### src/include/dpmh_pkg.sv
package dpmh_pkg;
  // Pin geometry of the dual-port device
  localparam int ADDR_W     = 16;
  localparam int DATA_W     = 18;
  localparam int DEV_N      = 2;   // Devices stacked in depth
  localparam int SEM_IDX_W  = 3;

  // Mailbox locations
  localparam logic [15:0] MBOX_LEFT  = 16'hfffe;
  localparam logic [15:0] MBOX_RIGHT = 16'hffff;

  // Timing, printed figures in ns and derived cycle counts
  localparam int CLK_NS     = 5;
  localparam int T_ACC_NS   = 20;  // Access and write pulse, least
  localparam int T_BAA_NS   = 20;  // Busy valid after address match, longest
  localparam int SYNC_CYC   = 2;
  localparam int ACC_CYC    = (T_ACC_NS + CLK_NS - 1) / CLK_NS;
  localparam int BAA_CYC    = (T_BAA_NS + CLK_NS - 1) / CLK_NS;
  localparam int STROBE_CYC = ACC_CYC + SYNC_CYC;
  localparam int SETUP_CYC  = BAA_CYC + SYNC_CYC;
  localparam int CNT_W      = 4;

  // Reset values
  localparam logic RST_INIT_PENDING = 1'b1;

  // Host commands
  localparam logic [1:0] OP_RAM_RD = 2'h0;
  localparam logic [1:0] OP_RAM_WR = 2'h1;
  localparam logic [1:0] OP_SEM_RD = 2'h2;
  localparam logic [1:0] OP_SEM_WR = 2'h3;

  typedef enum logic [2:0] {
    ST_IDLE,
    ST_SETUP,
    ST_WAIT,
    ST_STROBE,
    ST_RECOVER
  } dpmh_state_e;
endpackage

### src/rtl/dpmh_host.sv
`timescale 1ns/1ps
// Summary of operation
// - Host clears only its own mailbox flag after power-up by accessing own mailbox.
// - Slave busy inputs held high normally, low to block a port's writes.
// - Stacked devices' busy indications are ANDed into the array busy.
// - Busy indications may be ORed into an illegal-access interrupt.
// - Host holds chip enable high and semaphore select low for semaphores.
module dpmh_host #(
  parameter bit PORT_RIGHT = 1'b0
) (
  input  wire logic                          mclk,
  input  wire logic                          nrst,
  // User command side
  input  wire logic                          cmd_valid,
  output logic                               cmd_ready,
  input  wire logic [1:0]                    cmd_op,
  input  wire logic [dpmh_pkg::ADDR_W-1:0]   cmd_addr,
  input  wire logic [dpmh_pkg::DATA_W-1:0]   cmd_wdata,
  output logic                               rsp_valid,
  output logic [dpmh_pkg::DATA_W-1:0]        rsp_rdata,
  output logic                               rsp_sem_owned,
  output logic                               init_done,
  input  wire logic                          write_lock,
  output logic                               mailbox_irq,
  output logic                               conflict_irq,
  // Device port pins
  output logic [dpmh_pkg::ADDR_W-1:0]        addr,
  output logic [dpmh_pkg::DATA_W-1:0]        data_out,
  output logic                               data_oe,
  input  wire logic [dpmh_pkg::DATA_W-1:0]   data_in,
  output logic                               ce_n,
  output logic                               rw_n,
  output logic                               oe_n,
  output logic                               flag_space_select_n,
  input  wire logic                          own_mailbox_irq_n,
  input  wire logic [dpmh_pkg::DEV_N-1:0]    left_conflict_flag_n,
  input  wire logic [dpmh_pkg::DEV_N-1:0]    right_conflict_flag_n,
  output logic                               slave_busy_hold_n
);
  import dpmh_pkg::*;

  dpmh_state_e         state;
  dpmh_state_e         next_state;
  logic [CNT_W-1:0]    cnt;
  logic                init_pending;
  logic [1:0]          op;
  logic [ADDR_W-1:0]   op_addr;
  logic [DATA_W-1:0]   op_wdata;
  logic [DEV_N-1:0]    lb_s1, lb_s2, rb_s1, rb_s2;
  logic [DATA_W-1:0]   din_s1, din_s2;
  logic                irq_s1, irq_s2;
  logic                busy_l_ok;
  logic                busy_r_ok;
  logic                own_busy_ok;
  logic                is_write;
  logic                is_sem;
  logic [1:0]          cur_op;
  logic [ADDR_W-1:0]   cur_addr;
  logic [DATA_W-1:0]   cur_wdata;
  logic                cur_write;
  logic                cur_sem;

  function automatic logic op_writes(input logic [1:0] o);
    op_writes = (o == OP_RAM_WR) || (o == OP_SEM_WR);
  endfunction

  function automatic logic op_sem(input logic [1:0] o);
    op_sem = (o == OP_SEM_RD) || (o == OP_SEM_WR);
  endfunction

  // Pin inputs pass two flops before use
  always_ff @(posedge mclk or negedge nrst) begin
    if (!nrst) begin
      lb_s1  <= '1;
      lb_s2  <= '1;
      rb_s1  <= '1;
      rb_s2  <= '1;
      din_s1 <= '0;
      din_s2 <= '0;
      irq_s1 <= 1'b1;
      irq_s2 <= 1'b1;
    end else begin
      lb_s1  <= left_conflict_flag_n;
      lb_s2  <= lb_s1;
      rb_s1  <= right_conflict_flag_n;
      rb_s2  <= rb_s1;
      din_s1 <= data_in;
      din_s2 <= din_s1;
      irq_s1 <= own_mailbox_irq_n;
      irq_s2 <= irq_s1;
    end
  end

  // Any stacked device showing busy makes the array busy
  assign busy_l_ok   = &lb_s2;
  assign busy_r_ok   = &rb_s2;
  assign own_busy_ok = PORT_RIGHT ? busy_r_ok : busy_l_ok;
  assign is_write    = op_writes(op);
  assign is_sem      = op_sem(op);
  assign cmd_ready   = (state == ST_IDLE) && !init_pending;

  // Pins launch on the taking edge, so they must see the command being taken
  always_comb begin
    cur_op    = op;
    cur_addr  = op_addr;
    cur_wdata = op_wdata;
    if (state == ST_IDLE) begin
      if (init_pending) begin
        cur_op   = OP_RAM_RD;
        cur_addr = PORT_RIGHT ? MBOX_RIGHT : MBOX_LEFT;
      end else begin
        cur_op    = cmd_op;
        cur_addr  = cmd_addr;
        cur_wdata = cmd_wdata;
      end
    end
  end

  assign cur_write = op_writes(cur_op);
  assign cur_sem   = op_sem(cur_op);

  // Status flags seen by the user, and the slave busy hold pin
  always_ff @(posedge mclk or negedge nrst) begin
    if (!nrst) begin
      mailbox_irq       <= 1'b0;
      conflict_irq      <= 1'b0;
      slave_busy_hold_n <= 1'b1;
    end else begin
      mailbox_irq       <= !irq_s2;
      conflict_irq      <= !busy_l_ok || !busy_r_ok;
      slave_busy_hold_n <= !write_lock;
    end
  end

  // Sequencer; writes wait for busy to settle before the strobe
  always_comb begin
    next_state = state;
    case (state)
      ST_IDLE: begin
        if (init_pending || cmd_valid) begin
          next_state = ST_SETUP;
        end
      end
      ST_SETUP: begin
        if (cnt == '0) begin
          next_state = ST_WAIT;
        end
      end
      ST_WAIT: begin
        // Reads are never inhibited; only a write stalls on busy
        if (!is_write || own_busy_ok) begin
          next_state = ST_STROBE;
        end
      end
      ST_STROBE: begin
        if (cnt == '0) begin
          next_state = ST_RECOVER;
        end
      end
      ST_RECOVER: next_state = ST_IDLE;
      default: next_state = ST_IDLE;
    endcase
  end

  always_ff @(posedge mclk or negedge nrst) begin
    if (!nrst) begin
      state <= ST_IDLE;
    end else begin
      state <= next_state;
    end
  end

  // Phase counter
  always_ff @(posedge mclk or negedge nrst) begin
    if (!nrst) begin
      cnt <= '0;
    end else if (state == ST_IDLE && next_state == ST_SETUP) begin
      cnt <= CNT_W'(SETUP_CYC - 1);
    end else if (state == ST_WAIT && next_state == ST_STROBE) begin
      cnt <= CNT_W'(STROBE_CYC - 1);
    end else if (cnt != '0) begin
      cnt <= cnt - 1'b1;
    end
  end

  // Command capture; the first access clears our own mailbox flag
  always_ff @(posedge mclk or negedge nrst) begin
    if (!nrst) begin
      op       <= OP_RAM_RD;
      op_addr  <= '0;
      op_wdata <= '0;
    end else if (state == ST_IDLE && next_state == ST_SETUP) begin
      if (init_pending) begin
        op      <= OP_RAM_RD;
        op_addr <= PORT_RIGHT ? MBOX_RIGHT : MBOX_LEFT;
      end else begin
        op       <= cmd_op;
        op_addr  <= cmd_addr;
        op_wdata <= cmd_wdata;
      end
    end
  end

  always_ff @(posedge mclk or negedge nrst) begin
    if (!nrst) begin
      init_pending <= RST_INIT_PENDING;
    end else if (state == ST_RECOVER) begin
      init_pending <= 1'b0;
    end
  end

  assign init_done = !init_pending;

  // Pin drive, registered from the next state so pins track the phase
  always_ff @(posedge mclk or negedge nrst) begin
    if (!nrst) begin
      addr                <= '0;
      data_out            <= '0;
      data_oe             <= 1'b0;
      ce_n                <= 1'b1;
      rw_n                <= 1'b1;
      oe_n                <= 1'b1;
      flag_space_select_n <= 1'b1;
    end else begin
      case (next_state)
        ST_SETUP, ST_WAIT, ST_STROBE: begin
          // Semaphore space: chip enable off, select on
          addr                <= cur_sem ? {{(ADDR_W-SEM_IDX_W){1'b0}},
                                            cur_addr[SEM_IDX_W-1:0]} : cur_addr;
          ce_n                <= cur_sem;
          flag_space_select_n <= !cur_sem;
          data_out            <= (cur_op == OP_SEM_WR) ? {{(DATA_W-1){1'b0}}, cur_wdata[0]}
                                                       : cur_wdata;
          data_oe             <= cur_write;
          rw_n                <= !(cur_write && next_state == ST_STROBE);
          oe_n                <= !(!cur_write && next_state == ST_STROBE);
        end
        default: begin
          ce_n                <= 1'b1;
          flag_space_select_n <= 1'b1;
          rw_n                <= 1'b1;
          oe_n                <= 1'b1;
          data_oe             <= 1'b0;
        end
      endcase
    end
  end

  // Answer; a semaphore reading zero means this side holds it
  always_ff @(posedge mclk or negedge nrst) begin
    if (!nrst) begin
      rsp_valid     <= 1'b0;
      rsp_rdata     <= '0;
      rsp_sem_owned <= 1'b0;
    end else begin
      rsp_valid <= (state == ST_STROBE) && (cnt == '0) && !init_pending;
      if (state == ST_STROBE && cnt == '0 && !is_write) begin
        rsp_rdata     <= din_s2;
        rsp_sem_owned <= is_sem && !din_s2[0];
      end
    end
  end

  property p_sem_space;
    @(posedge mclk) disable iff (!nrst)
      !flag_space_select_n |-> ce_n;
  endproperty
  a_sem_space: assert property (p_sem_space)
    else $error("semaphore select with chip enable active");

  property p_init_mbox;
    @(posedge mclk) disable iff (!nrst)
      (init_pending && !oe_n) |-> (addr == (PORT_RIGHT ? MBOX_RIGHT : MBOX_LEFT)) && !ce_n;
  endproperty
  a_init_mbox: assert property (p_init_mbox)
    else $error("initial access is not own mailbox read");

  property p_no_rsp_init;
    @(posedge mclk) disable iff (!nrst)
      $fell(init_pending) |-> !rsp_valid && (state == ST_IDLE);
  endproperty
  a_no_rsp_init: assert property (p_no_rsp_init)
    else $error("init access produced a response");

  property p_hold;
    @(posedge mclk) disable iff (!nrst)
      write_lock |=> !slave_busy_hold_n;
  endproperty
  a_hold: assert property (p_hold)
    else $error("write lock not reflected on busy hold");

  property p_busy_stall;
    @(posedge mclk) disable iff (!nrst)
      (state == ST_WAIT && is_write && !own_busy_ok) |=> (state == ST_WAIT) && rw_n;
  endproperty
  a_busy_stall: assert property (p_busy_stall)
    else $error("write strobed while array busy");

  property p_conflict;
    @(posedge mclk) disable iff (!nrst)
      (!left_conflict_flag_n[0] || !right_conflict_flag_n[0]) ##1 1'b1 ##1 1'b1
        |=> conflict_irq;
  endproperty
  a_conflict: assert property (p_conflict)
    else $error("busy not reported on conflict interrupt");

  property p_wr_pulse;
    @(posedge mclk) disable iff (!nrst)
      $fell(rw_n) |-> (!rw_n && data_oe)[*6] ##1 rw_n;
  endproperty
  a_wr_pulse: assert property (p_wr_pulse)
    else $error("write pulse length wrong");
endmodule

### config.mk
export PLATFORM = sky130hd
export DESIGN_NAME = dpmh_host
export DESIGN_NICKNAME = d
export VERILOG_FILES = /design/src/include/dpmh_pkg.sv /design/src/rtl/dpmh_host.sv
export SDC_FILE = /design/constraint.sdc
export NUM_CORES = 1
export LEC_CHECK = 0
export BUFFER_PORTS_ARGS = -buffer_cell sky130_fd_sc_hd__buf_2
export CAP_MARGIN = 20
export CORE_MARGIN = 2
export CORE_UTILIZATION = 57
export DETAILED_ROUTE_END_ITERATION = 7
export MAX_ROUTING_LAYER = met4
export PLACE_DENSITY = 0.84
export REMOVE_ABC_BUFFERS = 1
export SLEW_MARGIN = 20
export SYNTH_ARGS = -nofsm -noshare
export SYNTH_HDL_FRONTEND = slang
export SYNTH_SLANG_ARGS = --single-unit
### constraint.sdc
create_clock -name mclk -period 6.5 [get_ports mclk]
set_input_delay 0.325 -clock mclk [delete_from_list [all_inputs] [get_ports mclk]]
set_output_delay 0.325 -clock mclk [all_outputs]
set_load 0.05 [all_outputs]
==> Word level (Yosys, flattened, before mapping) <==
Cells that the tools add are included.
{ "word_totals": {"output_inout_bits": 64, "elab_cells": 96, "register_bits": 152, "in_bits": 63} }
{ "op_classes": {"mux": 21, "reduce_logical": 34, "eq_ne": 13, "add_sub_neg": 1} }
{ "op_table": {"columns": ["cell", "n"], "rows": [
  ["2-to-1 mux 18 bit", 3],
  ["2-to-1 mux 16 bit", 3],
  ["== test 3 x 2 -> 1 bit (second input constant)", 4],
  ["2-to-1 mux 3 bit", 4],
  ["2-to-1 mux 4 bit", 3],
  ["case mux 3 bit (4 select lines)", 1],
  ["logical NOT 1 bit", 11],
  ["logical AND 1 bit", 9],
  ["== test 2 bit (second input constant)", 4],
  ["logical OR 1 bit", 7],
  ["== test 3 x 1 -> 1 bit (second input constant)", 2],
  ["2-to-1 mux 1 bit", 5],
  ["== test 2 x 1 -> 1 bit (second input constant)", 2],
  ["logical NOT 4 bit", 1],
  ["2-to-1 mux 2 bit", 2],
  ["AND reduction 2 bit", 2],
  ["nonzero test 4 bit", 1],
  ["subtractor 4 x 1 -> 4 bit (second input constant)", 1],
  ["== test 3 bit (second input constant)", 1],
  ["logical NOT 3 bit", 1],
  ["nonzero test 3 bit", 1],
  ["OR reduction 3 bit", 1]
]} }

==> Longest topological paths before layout <==
{ "depth": {"depth_word": 10, "ltp_mapped": 8, "mapped_depth_nobuf": 6} }

==> Worst setup path after synthesis <==
No wires, ideal clock.
{ "synth_timing": {"kind": "flip-flop to flip-flop", "start": "register cnt[0]", "end": "register rsp_rdata[10] (netlist bit)", "setup_slack_ns": 4.462, "required_ns": 6.375, "stages_incl_launch_ff": 8, "setup_time_ns": 0.125, "path_buffers": 1, "synth_period_minus_slack_ns": 2.038, "arrival_time_ns": 1.913, "cell_sequence": "dfrtp_1 inv_1 ha_1 nor3b_2 nand4b_1 nor2_4 buf_4 mux2_2"} }
{ "synth_between": {"elab_chain_len": 3} }
{ "synth_rtl": {"columns": ["element", "line", "rtl"], "rows": [
  ["from (decl)", "dpmh_host.sv:44", "logic [CNT_W-1:0] cnt;"],
  ["from (signal assigned)", "dpmh_host.sv:178", "cnt <= CNT_W'(SETUP_CYC - 1);"],
  ["from (signal assigned)", "dpmh_host.sv:180", "cnt <= CNT_W'(STROBE_CYC - 1);"],
  ["from (signal assigned)", "dpmh_host.sv:182", "cnt <= cnt - 1'b1;"],
  ["logical NOT 4 bit", "dpmh_host.sv:257", "if (state == ST_STROBE && cnt == '0 && !is_write) begin"],
  ["logical AND 1 bit (2 in a row)", "dpmh_host.sv:257", null],
  ["to (signal assigned)", "dpmh_host.sv:258", "rsp_rdata <= din_s2;"],
  ["to (decl)", "dpmh_host.sv:20", "output logic [dpmh_pkg::DATA_W-1:0] rsp_rdata,"]
]} }
Every way passes these cells.
A chain may end at the register's enable or synchronous reset.

==> Worst setup path in the final report <==
{ "layout_timing": {"start": "register state[2]", "end": "output port cmd_ready"} }
{ "layout_between": {"elab_chain_len": 2} }
{ "layout_rtl": {"columns": ["element", "line", "rtl"], "rows": [
  ["from (decl)", "dpmh_host.sv:42", "dpmh_state_e state;"],
  ["from (signal assigned)", "dpmh_host.sv:169", "state <= next_state;"],
  ["logical NOT 3 bit", "dpmh_host.sv:100", "assign cmd_ready = (state == ST_IDLE) && !init_pending;"],
  ["logical AND 1 bit", "dpmh_host.sv:100", null],
  ["to (decl)", "dpmh_host.sv:15", "output logic cmd_ready,"]
]} }
Every way passes these cells.

==> metrics.md <==
| Metric | Value |
|---|---|
| Antenna violations before repair | `0` |
| Kind of critical path | `register to output pin` |
| Total number of nets in the final design | `between 600 and 700` |
| Number of clock sinks seen by CTS | `roughly 150` |
| Detailed Route WL | `12,330 um` |
| Proportion of total power due to net switching | `43.41%` |
| Number of instances in the synthesized netlist | `between 400 and 500` |
| Arrival time at the worst endpoint | `2730 ps` |
| HPWL Detailed | `7362 um` |
| Number of synthesized flops with an enable pin | `0` |
| Biggest fanout along the worst timing path | `37` |
| Unique masters post-synth | `42` |
| Final Slew Violations | `0` |
| Wire length per cell after detailed routing | `between 15 and 20 um` |
| R2R Path Start | `state[2]$_DFF_PN0_` |
| Area of the placeable core | `roughly 9600 um2` |
| Switch Pwr | `1.752 mW` |
| Fillers | `around 640` |
| Warning count from the yosys run | `0` |
| Post-synthesis sequential area ratio | `68.18%` |
| Share of final-layout standard cells stronger than drive strength 1 | `a little under two fifths` |
| Max-slew headroom at the worst pin | `a little under two fifths` |
| Worst supply voltage drop on vdd | `a little under 0.0003 V` |
| # DRC | `0` |
| Synthesized area divided by synthesized cell count | `around 13 um2` |
| Area occupied by multi-input gates | `1657 um2` |
| Power Total | `slightly above 4 mW` |
| Initial core utilization | `58.18%` |
| Largest net degree at the start of global routing | `81` |
| CTS resizes | `0` |
| Area of the die | `about 11,000 um2` |
| Global-route wire length before repair | `19,400 um` |
| Port Buffer Count | `~130` |
| CTS H-tree depth | `4` |
| Launch instance of the worst min-delay path | `cmd_wdata[11]` |
| Setup violators final | `0` |
| Internal power summed over all cells | `~2.3 mW` |
| Number of max-capacitance violations reported | `0` |
| Most common flop cell mapped by yosys | `dfrtp_1` |
| Areal power density over the cells | `between 500 and 600 nW/um2` |
| Number of buffers on the longest clock path | `2` |
| HP Class | `input port to register` |
| Slew @ Worst Pin | `933.3 ps` |
| I/O pin total | `between 100 and 150` |
| Clock latency at the later pin of the worst-skew pair | `530 ps` |
| Hold buffer count at cts | `25` |
| Combined area of all synthesized cells | `between 5000 and 6000 um2` |
| Total routing resource utilization after global routing | `between 20% and 30%` |
| Crit path capture type | `output pin` |
| Beginning of the critical path | `state[2]$_DFF_PN0_` |
| Final-layout worst hold slack | `24.44 ps` |
| Ant. Diodes | `0` |
| Cell count of the worst hold path | `2` |
| Pleak | `between 3 and 4 nW` |
| Number of buffers inserted during clock tree synthesis | `17` |
| Sequential cell area | `3824 um2` |
| Startpoint type of the worst setup path | `register` |
| Die height | `between 100 and 150 um` |
| Clock power share | `around a quarter` |
| Final global-route overflow total | `0` |
| TritonCTS clock tree | `built` |
| Synth async-reset ratio | `100.0%` |
| Antenna-violating nets left | `0` |
| Share of power burned in registers | `36.4%` |
| First-pass DRT Iterations | `4` |
| Setup repair after global routing missed its margin | `no` |
| DR iter-0 viols | `slightly below 200` |
| Synth-to-layout area growth | `27.60%` |
| Logic depth of the worst register-to-register path | `5` |
| Worst clock skew | `15.61 ps` |
| Routed via count divided by cell count | `5.248` |
| Outcome | `finished clean` |
| Commonest non-fill, non-tap cell in the layout | `dfrtp_1` |
| Required time at the worst-slack endpoint | `approximately 6200 ps` |
| Flip-flop and latch count after synthesis | `about 150` |
| CTS clk-pin slew, worst paths | `roughly 70 ps` |
| Combinational group share of total power | `40.2%` |
| Via count of the first global-routing pass | `between 3,000 and 4,000` |
| Highest-count cells in the layout ignoring fill and taps | `136 x dfrtp_1, 125 x buf_2, 51 x nand2_1, 40 x nor2_1, 27 x mux2_2` |
| Last weighted congestion value of the routability-driven placer | `roughly 0.81` |
| Clock period minus final worst setup slack | `a little over 3000 ps` |
| Die X-Extent | `about 100 um` |
| Hold Fails Final Rpt | `0` |
| Max Clock Freq | `327.4 MHz` |
| Total via count in the routed design | `3,836` |
| Clock tree root driver cell | `clkbuf_8` |
| Final sum of negative setup slack | `0 ps` |
| Standard-cell rows | `36` |
| Final worst-path cycle share | `between 40% and 50%` |
| Postcts setup bufs | `0` |
==> path summary, 6_finish.rpt <==
check	slack, ps	to
max	3450	cmd_ready
min reg2reg	350	din_s2[0]$_DFF_PN0_
max reg2reg	3870	op_wdata[13]$_DFFE_PN0P_
min	20	op_wdata[11]$_DFFE_PN0P_
min in group asynchronous	380	conflict_irq$_DFF_PN0_
max in group asynchronous	4730	din_s1[2]$_DFF_PN0_
==> state kept, by name, summed over array words and instances, names as in the netlist, 2 cells and up <==
| register | cells |
|---|---|
| addr | 16 |
| rb_s1 | 2 |
| op_wdata | 18 |
| state | 3 |
| din_s1 | 18 |
| lb_s2 | 2 |
| rsp_rdata | 18 |
| op | 2 |
| lb_s1 | 2 |
| op_addr | 16 |
| rb_s2 | 2 |
| cnt | 4 |
| data_out | 18 |
| din_s2 | 18 |
==> worst max-delay path: stages, from the launching register on <==
cell,delay (ps)
dfrtp_1,470
or3_1,400
buf_4,260
nor2_4,660
buf_2,400
==> cell usage after synthesis (2+ instances only) <==
cell type / n / area (um2)
a211o_1: 2 / 17.52
nand2_1: 51 / 191.4
nor2_4: 2 / 22.52
nand2b_1: 3 / 18.77
o21ai_1: 22 / 110.1
dfrtp_1: 136 / 3403
nor2_1: 40 / 150.1
o21ai_0: 19 / 95.09
nor2b_1: 2 / 12.51
buf_2: 6 / 30.03
mux2i_1: 18 / 180.2
dfstp_2: 16 / 420.4
a21oi_1: 21 / 105.1
buf_4: 3 / 22.52
o21ai_2: 10 / 87.58
inv_1: 8 / 30.03
mux2_1: 10 / 112.6
nor3_1: 3 / 15.01
xnor2_1: 2 / 17.52
mux2_2: 27 / 304.0
clkbuf_1: 11 / 41.29
or3_1: 2 / 12.51
==> through the flow <==
stage,util [%],std cells,setup slack [ps],instance area (um2)
6_report,74.23,731,3446,7156
5_1_grt,74.23,731,3325,7156
4_1_cts,74.16,731,3440,7148
3_5_place_dp,65.65,674,3884,6329
3_3_place_gp,65.65,674,3934,6329
2_1_floorplan,-,412,3718,5499
==> power by group through the flow <==
stage               Combinational [mW]  Sequential, mW  Clock, mW
finish                            1.62            1.47      0.947
CTS                               1.63            1.46      0.953
global placement                  1.55            1.45          0
global route                      1.74            1.50       1.01
floorplan                        0.636            2.02          0
detailed placement                1.60            1.47          0
==> routing by layer <==
metal | share of wire, % | track usage (%)
met1 | 40 | 30.06
met2 | 53 | 42.16
met3 | 4.9 | 5.981
met4 | 1.7 | 10.22
met5 | 0 | -
==> cells by family after synthesis <==
kind of cell / Yosys count / share of synthesized area (%)
AO/OA/AOI/OAI: 81 / 8.813
buffers and inverters: 30 / 2.477
AND/OR/NAND/NOR: 113 / 9.348
XOR/XNOR: 2 / 0.3124
flip-flops: 152 / 68.18
adder cells (fa/ha/maj): 1 / 0.2231
multiplexers: 55 / 10.64
==> area by class of cell <==
cell class                 instances  area share [%]
timing repair buffer             154           12.71
sequential                       152           53.44
clock inverter                    15           2.168
multi-input combinational        252           23.15
inverter                           8          0.4197
tap                              133           2.326
clock buffer                      17           5.788
Note: power is estimated with default switching activity, not from simulation.
